$ cat config.mk
export PLATFORM = sky130hd
export DESIGN_NAME = uerm_mover
export DESIGN_NICKNAME = d
export VERILOG_FILES = /design/src/design/uerm_pkg.sv /design/src/design/uerm_mover.sv /design/src/design/uerm_fifo.sv
export SDC_FILE = /design/constraint.sdc
export NUM_CORES = 1
export LEC_CHECK = 0
export BUFFER_PORTS_ARGS = -buffer_cell sky130_fd_sc_hd__buf_2
export CAP_MARGIN = 30
export CORE_MARGIN = 2
export CORE_UTILIZATION = 40
export CTS_CLUSTER_DIAMETER = 100
export DETAILED_ROUTE_END_ITERATION = 6
export GPL_TIMING_DRIVEN = 0
export HOLD_SLACK_MARGIN = 0.08
export SYNTH_ARGS = -nofsm -noshare
export SYNTH_HDL_FRONTEND = slang
export SYNTH_SLANG_ARGS = --single-unit
$ cat constraint.sdc
create_clock -name clk_sys -period 4.1 [get_ports clk_sys]
set_input_delay 0.41 -clock clk_sys [delete_from_list [all_inputs] [get_ports clk_sys]]
set_output_delay 0.41 -clock clk_sys [all_outputs]
set_load 0.01 [all_outputs]
$ cat src/design/uerm_pkg.sv
package uerm_pkg;
	localparam logic [7:0] ADDR_CTRL = 8'hea;
	localparam logic [7:0] ADDR_LOW = 8'heb;
	localparam logic [7:0] ADDR_HIGH = 8'hec;
	localparam logic [7:0] ADDR_COUNT = 8'hed;
	localparam int BIT_RUN = 0;
	localparam int BIT_DIR = 1;
	localparam int BIT_ERR = 2;
	localparam int EPS_LSB = 4;
	localparam logic [7:0] CTRL_RESET = 8'h00;
	localparam logic [13:0] ADDR_RESET = 14'h0100;
	localparam logic [6:0] COUNT_RESET = 7'h00;
	localparam logic [13:0] WIN_LOW = 14'h0100;
	localparam logic [14:0] WIN_END = 15'h10ff;
	localparam logic [7:0] SIZE_EP0 = 8'h40;
	localparam logic [7:0] SIZE_EP13 = 8'h80;
	localparam logic [7:0] SIZE_EP47 = 8'h08;
	localparam logic [2:0] EPS_MAX = 3'h4;
	typedef enum logic [1:0] {
		UERM_IDLE = 2'b00,
		UERM_SETUP = 2'b01,
		UERM_MOVE = 2'b10,
		UERM_DRAIN = 2'b11
	} uerm_state_e;
endpackage : uerm_pkg

$ cat src/design/uerm_mover.sv
`timescale 1ns/1ps
`default_nettype none
// Notes on behaviour
// - N bytes copied within N plus five cycles
// - Processor stalled during copy, resumes after
// - Control bits 6..4 select endpoint buffer
// - Error when count exceeds endpoint buffer size
// - Zero count or endpoint above four flagged
// - Good launch clears error; software may clear
// - Error when range leaves 0x100..0x10ff window
// - Range error raises security interrupt; registers kept
// - Error flag with enable asserts USB interrupt
// - Direction zero receives, one transmits
// - Written buffer data never read back
// - Software sets run bit, hardware clears it
// - Interrupts held off until copy ends
// - Fourteen-bit address, upper two bits zero
// - Address resets to 0x0100
// - Address is transmit source, receive destination
// - Address ends at last byte plus one
// - Registers inaccessible while USB disabled
// - Seven-bit count, bit seven reads zero
// - Count kept after copy completes
module uerm_mover #(
	parameter int FIFO_DEPTH = 8
) (
	input wire logic clk_sys,
	input wire logic nrst,
	input wire logic clk_en,
	input wire logic usb_enable,
	input wire logic usb_int_enable,
	input wire logic reg_wr,
	input wire logic reg_rd,
	input wire logic [7:0] reg_addr,
	input wire logic [7:0] reg_wdata,
	output logic [7:0] reg_rdata,
	output logic cpu_stall,
	output logic irq_hold,
	output logic usb_irq,
	output logic security_irq,
	output logic ram_rd,
	output logic ram_wr,
	output logic [13:0] ram_addr,
	output logic [7:0] ram_wdata,
	input wire logic [7:0] ram_rdata,
	output logic ep_rd,
	output logic ep_wr,
	output logic [2:0] ep_sel,
	output logic [7:0] ep_ptr,
	output logic [7:0] ep_wdata,
	input wire logic [7:0] ep_rdata
);
	initial
	begin
		if (FIFO_DEPTH < 2)
			$error("FIFO depth too small");
	end
	typedef struct packed {
		uerm_pkg::uerm_state_e state;
		logic [2:0] eps;
		logic err;
		logic dir;
		logic run;
		logic [13:0] addr;
		logic [6:0] count;
		logic [6:0] rd_left;
		logic [7:0] rd_ptr;
		logic [13:0] wr_addr;
		logic [7:0] wr_ptr;
		logic [7:0] move_cyc;
		logic src_pend;
		logic [7:0] rdata;
		logic cpu_stall;
		logic irq_hold;
		logic usb_irq;
		logic security_irq;
		logic ram_rd;
		logic ram_wr;
		logic [13:0] ram_addr;
		logic [7:0] ram_wdata;
		logic ep_rd;
		logic ep_wr;
		logic [7:0] ep_ptr;
		logic [7:0] ep_wdata;
	} uerm_mover_s;
	uerm_mover_s st_reg;
	uerm_mover_s st_next;
	logic [7:0] ep_size;
	logic [14:0] range_end;
	logic range_bad;
	logic launch_bad;
	logic fifo_in_ready;
	logic fifo_out_valid;
	logic [7:0] fifo_out_data;
	logic fifo_pop;
	logic fifo_flush;
	logic src_valid;
	logic [7:0] src_data;
	logic acc_en;
	always_comb
	begin
		unique case (st_reg.eps)
			3'h0: ep_size = uerm_pkg::SIZE_EP0;
			3'h1, 3'h2, 3'h3: ep_size = uerm_pkg::SIZE_EP13;
			default: ep_size = uerm_pkg::SIZE_EP47;
		endcase
	end
	assign range_end = {1'b0, st_reg.addr} + {8'h00, st_reg.count} - 15'h0001;
	assign range_bad = st_reg.addr < uerm_pkg::WIN_LOW || range_end > uerm_pkg::WIN_END;
	assign launch_bad = range_bad || {1'b0, st_reg.count} > ep_size
		|| st_reg.count == 7'h00 || st_reg.eps > uerm_pkg::EPS_MAX;
	assign acc_en = usb_enable;
	assign src_valid = st_reg.src_pend;
	assign src_data = st_reg.dir ? ram_rdata : ep_rdata;
	assign fifo_pop = fifo_out_valid && st_reg.state != uerm_pkg::UERM_IDLE;
	assign fifo_flush = st_reg.state == uerm_pkg::UERM_SETUP;
	uerm_fifo #(
		.WIDTH(8),
		.DEPTH(FIFO_DEPTH)
	) u_fifo (
		.clk_sys(clk_sys),
		.nrst(nrst),
		.clk_en(clk_en),
		.flush(fifo_flush),
		.in_valid(src_valid),
		.in_ready(fifo_in_ready),
		.in_data(src_data),
		.out_valid(fifo_out_valid),
		.out_ready(fifo_pop),
		.out_data(fifo_out_data)
	);
	always_comb
	begin
		st_next = st_reg;
		st_next.ram_rd = 1'b0;
		st_next.ram_wr = 1'b0;
		st_next.ep_rd = 1'b0;
		st_next.ep_wr = 1'b0;
		st_next.security_irq = 1'b0;
		// Source data lands one cycle after the read strobe leaves
		st_next.src_pend = st_reg.ram_rd || st_reg.ep_rd;
		// Sink: each byte leaving the FIFO is written at the destination
		if (fifo_pop)
		begin
			if (st_reg.dir)
			begin
				st_next.ep_wr = 1'b1;
				st_next.ep_ptr = st_reg.wr_ptr;
				st_next.ep_wdata = fifo_out_data;
			end
			else
			begin
				st_next.ram_wr = 1'b1;
				st_next.ram_addr = st_reg.wr_addr;
				st_next.ram_wdata = fifo_out_data;
			end
			st_next.wr_ptr = st_reg.wr_ptr + 8'h01;
			st_next.wr_addr = st_reg.wr_addr + 14'h0001;
		end
		unique case (st_reg.state)
			uerm_pkg::UERM_IDLE:
			begin
				if (acc_en && reg_wr && reg_addr == uerm_pkg::ADDR_CTRL)
				begin
					st_next.eps = reg_wdata[uerm_pkg::EPS_LSB +: 3];
					st_next.dir = reg_wdata[uerm_pkg::BIT_DIR];
					if (!reg_wdata[uerm_pkg::BIT_ERR])
						st_next.err = 1'b0;
					if (reg_wdata[uerm_pkg::BIT_RUN])
					begin
						st_next.run = 1'b1;
						st_next.cpu_stall = 1'b1;
						st_next.irq_hold = 1'b1;
						st_next.state = uerm_pkg::UERM_SETUP;
					end
				end
				if (acc_en && reg_wr && reg_addr == uerm_pkg::ADDR_LOW)
					st_next.addr[7:0] = reg_wdata;
				if (acc_en && reg_wr && reg_addr == uerm_pkg::ADDR_HIGH)
					st_next.addr[13:8] = reg_wdata[5:0];
				if (acc_en && reg_wr && reg_addr == uerm_pkg::ADDR_COUNT)
					st_next.count = reg_wdata[6:0];
			end
			uerm_pkg::UERM_SETUP:
			begin
				// Checks use the values just latched, so a write and launch agree
				if (launch_bad)
				begin
					st_next.err = 1'b1;
					st_next.security_irq = range_bad;
					st_next.run = 1'b0;
					st_next.cpu_stall = 1'b0;
					st_next.irq_hold = 1'b0;
					st_next.state = uerm_pkg::UERM_IDLE;
				end
				else
				begin
					st_next.err = 1'b0;
					st_next.rd_left = st_reg.count;
					st_next.rd_ptr = 8'h00;
					st_next.wr_ptr = 8'h00;
					st_next.move_cyc = 8'h00;
					st_next.wr_addr = st_reg.addr;
					st_next.ram_addr = st_reg.addr;
					st_next.state = uerm_pkg::UERM_MOVE;
				end
			end
			uerm_pkg::UERM_MOVE:
			begin
				// Source read: receive reads the selected endpoint buffer from pointer zero, transmit reads RAM at the address
				if (st_reg.rd_left != 7'h00 && fifo_in_ready)
				begin
					if (st_reg.dir)
					begin
						st_next.ram_rd = 1'b1;
						st_next.ram_addr = st_reg.addr + {7'h00, st_reg.count - st_reg.rd_left};
					end
					else
					begin
						st_next.ep_rd = 1'b1;
						st_next.ep_ptr = st_reg.rd_ptr;
					end
					st_next.rd_ptr = st_reg.rd_ptr + 8'h01;
					st_next.rd_left = st_reg.rd_left - 7'h01;
				end
				st_next.move_cyc = st_reg.move_cyc + 8'h01;
				if (st_reg.rd_left == 7'h00)
					st_next.state = uerm_pkg::UERM_DRAIN;
			end
			uerm_pkg::UERM_DRAIN:
			begin
				if (!st_reg.src_pend && !fifo_out_valid)
				begin
					st_next.addr = st_reg.wr_addr;
					st_next.run = 1'b0;
					st_next.cpu_stall = 1'b0;
					st_next.irq_hold = 1'b0;
					st_next.state = uerm_pkg::UERM_IDLE;
				end
			end
		endcase
		st_next.usb_irq = st_next.err && usb_int_enable && !st_next.irq_hold;
		st_next.rdata = 8'h00;
		if (acc_en && reg_rd)
		begin
			unique case (reg_addr)
				uerm_pkg::ADDR_CTRL: st_next.rdata = {1'b0, st_reg.eps, 1'b0, st_reg.err, st_reg.dir, st_reg.run};
				uerm_pkg::ADDR_LOW: st_next.rdata = st_reg.addr[7:0];
				uerm_pkg::ADDR_HIGH: st_next.rdata = {2'b00, st_reg.addr[13:8]};
				uerm_pkg::ADDR_COUNT: st_next.rdata = {1'b0, st_reg.count};
				default: st_next.rdata = 8'h00;
			endcase
		end
	end
	always_ff @(posedge clk_sys or negedge nrst)
	begin
		if (!nrst)
		begin
			st_reg <= '0;
			st_reg.addr <= uerm_pkg::ADDR_RESET;
			st_reg.count <= uerm_pkg::COUNT_RESET;
		end
		else if (clk_en)
			st_reg <= st_next;
	end
	assign reg_rdata = st_reg.rdata;
	assign cpu_stall = st_reg.cpu_stall;
	assign irq_hold = st_reg.irq_hold;
	assign usb_irq = st_reg.usb_irq;
	assign security_irq = st_reg.security_irq;
	assign ram_rd = st_reg.ram_rd;
	assign ram_wr = st_reg.ram_wr;
	assign ram_addr = st_reg.ram_addr;
	assign ram_wdata = st_reg.ram_wdata;
	assign ep_rd = st_reg.ep_rd;
	assign ep_wr = st_reg.ep_wr;
	assign ep_sel = st_reg.eps;
	assign ep_ptr = st_reg.ep_ptr;
	assign ep_wdata = st_reg.ep_wdata;
	property p_run_stall;
		@(posedge clk_sys) disable iff (!nrst) st_reg.run |-> st_reg.cpu_stall;
	endproperty
	a_run_stall: assert property (p_run_stall) else $error("run without stall");
	property p_hold;
		@(posedge clk_sys) disable iff (!nrst) st_reg.cpu_stall |-> st_reg.irq_hold && !usb_irq;
	endproperty
	a_hold: assert property (p_hold) else $error("irq during copy");
	property p_high_zero;
		@(posedge clk_sys) disable iff (!nrst) $past(reg_rd && reg_addr == uerm_pkg::ADDR_HIGH) |-> reg_rdata[7:6] == 2'b00;
	endproperty
	a_high_zero: assert property (p_high_zero) else $error("address high bits not zero");
	property p_bad_err;
		@(posedge clk_sys) disable iff (!nrst) clk_en && st_reg.state == uerm_pkg::UERM_SETUP && launch_bad |=> st_reg.err && !st_reg.run;
	endproperty
	a_bad_err: assert property (p_bad_err) else $error("bad launch not flagged");
	property p_sec;
		@(posedge clk_sys) disable iff (!nrst) clk_en && st_reg.state == uerm_pkg::UERM_SETUP && range_bad |=> security_irq && $stable(st_reg.addr);
	endproperty
	a_sec: assert property (p_sec) else $error("range error not reported");
	property p_good_clear;
		@(posedge clk_sys) disable iff (!nrst) clk_en && st_reg.state == uerm_pkg::UERM_SETUP && !launch_bad |=> !st_reg.err;
	endproperty
	a_good_clear: assert property (p_good_clear) else $error("good launch kept error");
	property p_count_kept;
		@(posedge clk_sys) disable iff (!nrst) st_reg.state != uerm_pkg::UERM_IDLE |=> $stable(st_reg.count);
	endproperty
	a_count_kept: assert property (p_count_kept) else $error("count changed during copy");
	property p_dir;
		@(posedge clk_sys) disable iff (!nrst) ep_wr |-> st_reg.dir && !ram_wr;
	endproperty
	a_dir: assert property (p_dir) else $error("endpoint written in receive");
	property p_rx_no_readback;
		@(posedge clk_sys) disable iff (!nrst) ep_rd |-> !st_reg.dir;
	endproperty
	a_rx_no_readback: assert property (p_rx_no_readback) else $error("endpoint read in transmit");
	property p_move_len;
		@(posedge clk_sys) disable iff (!nrst) st_reg.state == uerm_pkg::UERM_MOVE |-> st_reg.move_cyc <= {1'b0, st_reg.count};
	endproperty
	a_move_len: assert property (p_move_len) else $error("move phase too long");
	property p_access_stalled;
		@(posedge clk_sys) disable iff (!nrst) ram_rd || ram_wr || ep_rd || ep_wr |-> cpu_stall;
	endproperty
	a_access_stalled: assert property (p_access_stalled) else $error("memory access without stall");
	property p_launch_stall;
		@(posedge clk_sys) disable iff (!nrst) clk_en && st_reg.state == uerm_pkg::UERM_IDLE && acc_en && reg_wr
			&& reg_addr == uerm_pkg::ADDR_CTRL && reg_wdata[uerm_pkg::BIT_RUN] |=> cpu_stall && st_reg.run;
	endproperty
	a_launch_stall: assert property (p_launch_stall) else $error("run bit not taken");
	property p_eps_legal;
		@(posedge clk_sys) disable iff (!nrst) st_reg.state == uerm_pkg::UERM_MOVE |-> st_reg.eps <= uerm_pkg::EPS_MAX && st_reg.count != 7'h00;
	endproperty
	a_eps_legal: assert property (p_eps_legal) else $error("illegal copy started");
	property p_rx_dest;
		@(posedge clk_sys) disable iff (!nrst) ram_wr |-> !st_reg.dir && !ep_wr;
	endproperty
	a_rx_dest: assert property (p_rx_dest) else $error("ram written in transmit");
	property p_end_addr;
		@(posedge clk_sys) disable iff (!nrst) clk_en && st_reg.state == uerm_pkg::UERM_DRAIN && !st_reg.src_pend && !fifo_out_valid
			|=> st_reg.addr == $past(st_reg.addr) + {7'h00, st_reg.count};
	endproperty
	a_end_addr: assert property (p_end_addr) else $error("end address wrong");
	c_launch: cover property (@(posedge clk_sys) disable iff (!nrst) st_reg.state == uerm_pkg::UERM_SETUP && !launch_bad);
	c_bad: cover property (@(posedge clk_sys) disable iff (!nrst) security_irq);
	c_tx_done: cover property (@(posedge clk_sys) disable iff (!nrst) st_reg.dir && $fell(st_reg.run));
	c_rx_done: cover property (@(posedge clk_sys) disable iff (!nrst) !st_reg.dir && st_reg.state == uerm_pkg::UERM_DRAIN ##1 st_reg.state == uerm_pkg::UERM_IDLE);
endmodule : uerm_mover
`default_nettype wire

$ cat src/design/uerm_fifo.sv
`timescale 1ns/1ps
`default_nettype none
module uerm_fifo #(
	parameter int WIDTH = 8,
	parameter int DEPTH = 8
) (
	input wire logic clk_sys,
	input wire logic nrst,
	input wire logic clk_en,
	input wire logic flush,
	input wire logic in_valid,
	output logic in_ready,
	input wire logic [WIDTH-1:0] in_data,
	output logic out_valid,
	input wire logic out_ready,
	output logic [WIDTH-1:0] out_data
);
	localparam int AW = $clog2(DEPTH);
	initial
	begin
		if (DEPTH < 2 || (1 << AW) != DEPTH)
			$error("FIFO depth must be a power of two of at least two");
	end
	typedef struct packed {
		logic [DEPTH-1:0][WIDTH-1:0] mem;
		logic [AW-1:0] wr;
		logic [AW-1:0] rd;
		logic [AW:0] cnt;
	} uerm_fifo_s;
	uerm_fifo_s st_reg;
	uerm_fifo_s st_next;
	logic push;
	logic pop;
	assign in_ready = st_reg.cnt != (AW+1)'(DEPTH);
	assign out_valid = st_reg.cnt != '0;
	assign out_data = st_reg.mem[st_reg.rd];
	assign push = in_valid && in_ready;
	assign pop = out_valid && out_ready;
	always_comb
	begin
		st_next = st_reg;
		if (flush)
		begin
			st_next.wr = '0;
			st_next.rd = '0;
			st_next.cnt = '0;
		end
		else
		begin
			if (push)
			begin
				st_next.mem[st_reg.wr] = in_data;
				st_next.wr = st_reg.wr + 1'b1;
			end
			if (pop)
				st_next.rd = st_reg.rd + 1'b1;
			if (push && !pop)
				st_next.cnt = st_reg.cnt + 1'b1;
			else if (pop && !push)
				st_next.cnt = st_reg.cnt - 1'b1;
		end
	end
	always_ff @(posedge clk_sys or negedge nrst)
	begin
		if (!nrst)
			st_reg <= '0;
		else if (clk_en)
			st_reg <= st_next;
	end
endmodule : uerm_fifo
`default_nettype wire

==> metrics.md <==
| Metric | Value |
|---|---|
| Status | complete, but fails checks |
| Failing checks | design-rule violations |
| Global-route wire length before repair | ~57000 um |
| Via density | around 5.6 |
| Critical-path cell list | inv_1 -> ha_1 -> inv_1 -> ha_1 -> a211o_1 -> a211oi_2 -> buf_4 -> nor2_1 -> o31ai_1 -> nand4_1 -> a2111oi_4 -> buf_4 -> buf_4 -> o211ai_1 -> o211ai_1 |
| Post-route setup slack | 0.09898 ns |
| Yosys reg bits | between 150 and 200 |
| Hold WC Path Type | in2reg |
| Buffers added on ports | 95 |
| WP buf/inv | 5 |
| LEAKAGE | approximately 6.1 nW |
| Root buffer cell | clkbuf_16 |
| Number of flip-flops in the largest register | 74 |
| Router iterations before antenna repair | 7 |
| RSZ-0062 raised after global routing | yes |
| CTS H-tree depth | 4 |
| Maximum vdd drop | ~0.43 mV |
| Final Slew Violations | 0 |
| Global placer's final weighted congestion | between 0.9 and 1 |
| Post-DRT Antenna Nets | 0 |
| Drt total wl | ~37000 um |
| Crit path top cell by count | buf_4 |
| Area Overhead vs Synth | 15.56% |
| DRT iter0 DRCs | 995 |
| TritonCTS clock tree | done |
| Type of the worst setup path | reg2reg |
| Critical path arrival | approximately 4.4 ns |
| Largest net degree at the start of global routing | 110 |
| Initial core utilization | 0.4090 |
| YS warnings | 0 |
| Total global routing overflow | 0 |
| Worst path slowest cell | a2111oi_4 |
| Antenna diodes | 0 |
| Die W | approximately 180 um |
| Routed wire length per instance | approximately 20 um |
| Clock slew at reported path FFs | approximately 0.080 ns |
| Pwr Density | roughly 770 nW/um^2 |
| Critical path peak fanout | 10 |
| Primary FF master, synth | dfrtp_1 |
| Peak per-stage delay on the critical path | approximately 0.64 ns |
| Share of cells above drive strength 1 | 0.1960 |
| CTS Sinks | ~200 |
| Row count | 62 |
| Final setup violation count | 0 |
| Final period util | 0.9759 |
| Area of the core | ~29000 um^2 |
| Cell Area, Synth | 11840 um^2 |
| Post-Syn Nets | 1395 |
| DP Wirelength | between 20000 and 30000 um |
| Ports | 96 |
| Num CTS Buffers | 17 |
| Initial antenna violation count | 0 |
| Register area | around 4900 um^2 |
| Layout Nets | between 1500 and 2000 |
| Async set-reset flop share out of synthesis | 1.000 |
| Seq/Total Area, Yosys | 0.4124 |
| Final Hold Viols | 0 |
| Multi-input gate area | between 6000 and 7000 um^2 |
| Cell count after synthesis | between 1000 and 1500 |
| Slew @ Worst Pin | just over 1 ns |
| CP Capture Type | flip-flop |
| Vias | approximately 10000 |
| Die ar. | 30980 um^2 |
| FMAX | roughly 250 MHz |
| Startpoint types | flip-flop |
| Fill cells | 2756 |
| GRT Total Usage | 0.2385 |
| Bufs on Longest Clock Path | 2 |
| Total negative slack | 0 ns |
| Avg Inst Size Synth | 9.146 um^2 |
| Clock skew | 0.01767 ns |
| Final min period | 4.001 ns |
| Clk_lat worst skew | 0.46 ns |
| Number of global-route vias before repair | ~9800 |
| EDFF count, synth | 0 |
| Worst reg2reg setup slack | approximately 0.1 ns |
| DRC | 3 |
| Worst EP required | approximately 4.5 ns |
| Slew headroom | 0.3148 |
| Netlist cell types | just under 70 |
| Max-cap viol count | 0 |
| Vert. Die Dim | 176.0 um |
| Core Util, Final | 0.4727 |
| Cell class contributing the biggest share of worst-path delay | compound AO/OA/AOI/OAI gates |
| Place WS | -0.3992 ns |
-- final cells by class --
class                      instances  share of cell area
buffer                           113             0.04666
clock buffer                      17             0.03110
clock inverter                    15             0.01619
inverter                          81             0.02223
multi-input combinational        905              0.4442
sequential                       195              0.3576
tap                              384             0.03513
timing repair buffer             113             0.04684
-- logic make-up after synthesis --
group / Yosys count / synth area share
mux: 71 / 0.08035
xor+xnor: 22 / 0.01628
simple gates: 381 / 0.1483
compound gates: 369 / 0.1955
flops: 195 / 0.4124
fa+ha+maj: 62 / 0.06808
buf+inv: 194 / 0.07908
-- placed cells by master, fill, tap and decap left out, types with 16 or more instances in the layout --
cell,Yosys,routed
o22ai_1,30,30
buf_2,4,100
nor2_1,115,115
clkbuf_1,53,51
o21ai_0,83,82
clkbuf_16,0,17
inv_1,79,75
mux4_2,16,16
buf_4,54,68
ha_1,58,56
mux2_2,32,32
mux2i_1,23,23
nand3_1,27,27
nand2_1,132,132
dfrtp_1,194,186
a21oi_1,118,117
-- where the power goes --
part           leakage [nW]  switching [W]  total, W  internal (W)
Combinational          3.41        0.00312   0.00542       0.00230
Sequential             2.40       0.000685   0.00332       0.00263
Clock                 0.311       0.000974   0.00184      0.000870
-- what timing repair did --
item | in CTS | in global routing
pin swaps | 4 | 6
hold buffers | 1 | 0
endpoints found under the setup margin | 53 | 51
endpoints found under the hold margin | 24 | 0
setup buffers | 2 | 12
gates resized for setup | 7 | 22
-- worst paths after layout --
| path | from | end | cells after the start |
|---|---|---|---|
| setup / recovery | st_reg[101] | ram_addr[11] | 15 |
| hold / removal | reg_wdata[4] | st_reg[104] | 3 |
| hold reg to reg | u_fifo.st_reg[43] | u_fifo.st_reg[43] | 2 |
| min in group asynchronous | nrst | st_reg[106] | 2 |
| setup reg to reg | st_reg[101] | ram_addr[11] | 15 |
| max in group asynchronous | nrst | u_fifo.st_reg[19] | 3 |
-- cells in the mapped netlist, types with 11 or more instances --
library cell	count	area (um^2)
dfrtp_1	194	4855
nand2_1	132	495.5
a21oi_1	118	590.6
nor2_1	115	431.7
o21ai_0	83	415.4
inv_1	79	296.5
ha_1	58	725.7
buf_4	54	405.4
clkbuf_1	53	198.9
mux2_2	32	360.4
o22ai_1	30	187.7
nand3_1	27	135.1
mux2i_1	23	230.2
mux4_2	16	360.4
and3_1	15	93.84
nor2b_1	15	93.84
nor3_1	15	75.07
xnor2_1	15	131.4
a31oi_1	14	87.58
a221oi_1	13	113.9
o211ai_1	11	82.58
-- per-stage QoR --
step	cells	hold slack [ns]	power, W	instance area, um^2
after floorplan	1294	0.1144	0.006913	11840
after global placement	1773	0.4572	0.008377	12790
after detailed placement	1776	0.4704	0.008506	12840
after CTS	1811	0.2189	0.01042	13540
after global routing	1823	0.2269	0.01132	13680
final	1823	0.2206	0.01058	13680
-- metal layers --
layer | routed length [um] | part of all wire | track usage | vias up
met5 | 0 | 0 | 0 | -
met4 | 1132 | 0.031 | 0.08333 | 0
met3 | 2559 | 0.069 | 0.04414 | 74
met2 | 16340 | 0.44 | 0.3584 | 365
met1 | 16880 | 0.46 | 0.3453 | 5030
li1 | - | - | - | 4817
-- worst register-to-register path: cells and delay by family (launching register included) --
family                   cells  cell delay (ns)
AND/OR/NAND/NOR              2             0.35
adder cells (fa/ha/maj)      2             0.48
buffers and inverters        5             0.91
AO/OA/AOI/OAI                6             1.73
flip-flops                   1             0.43
No activity file was read; power rests on OpenSTA's default activity.
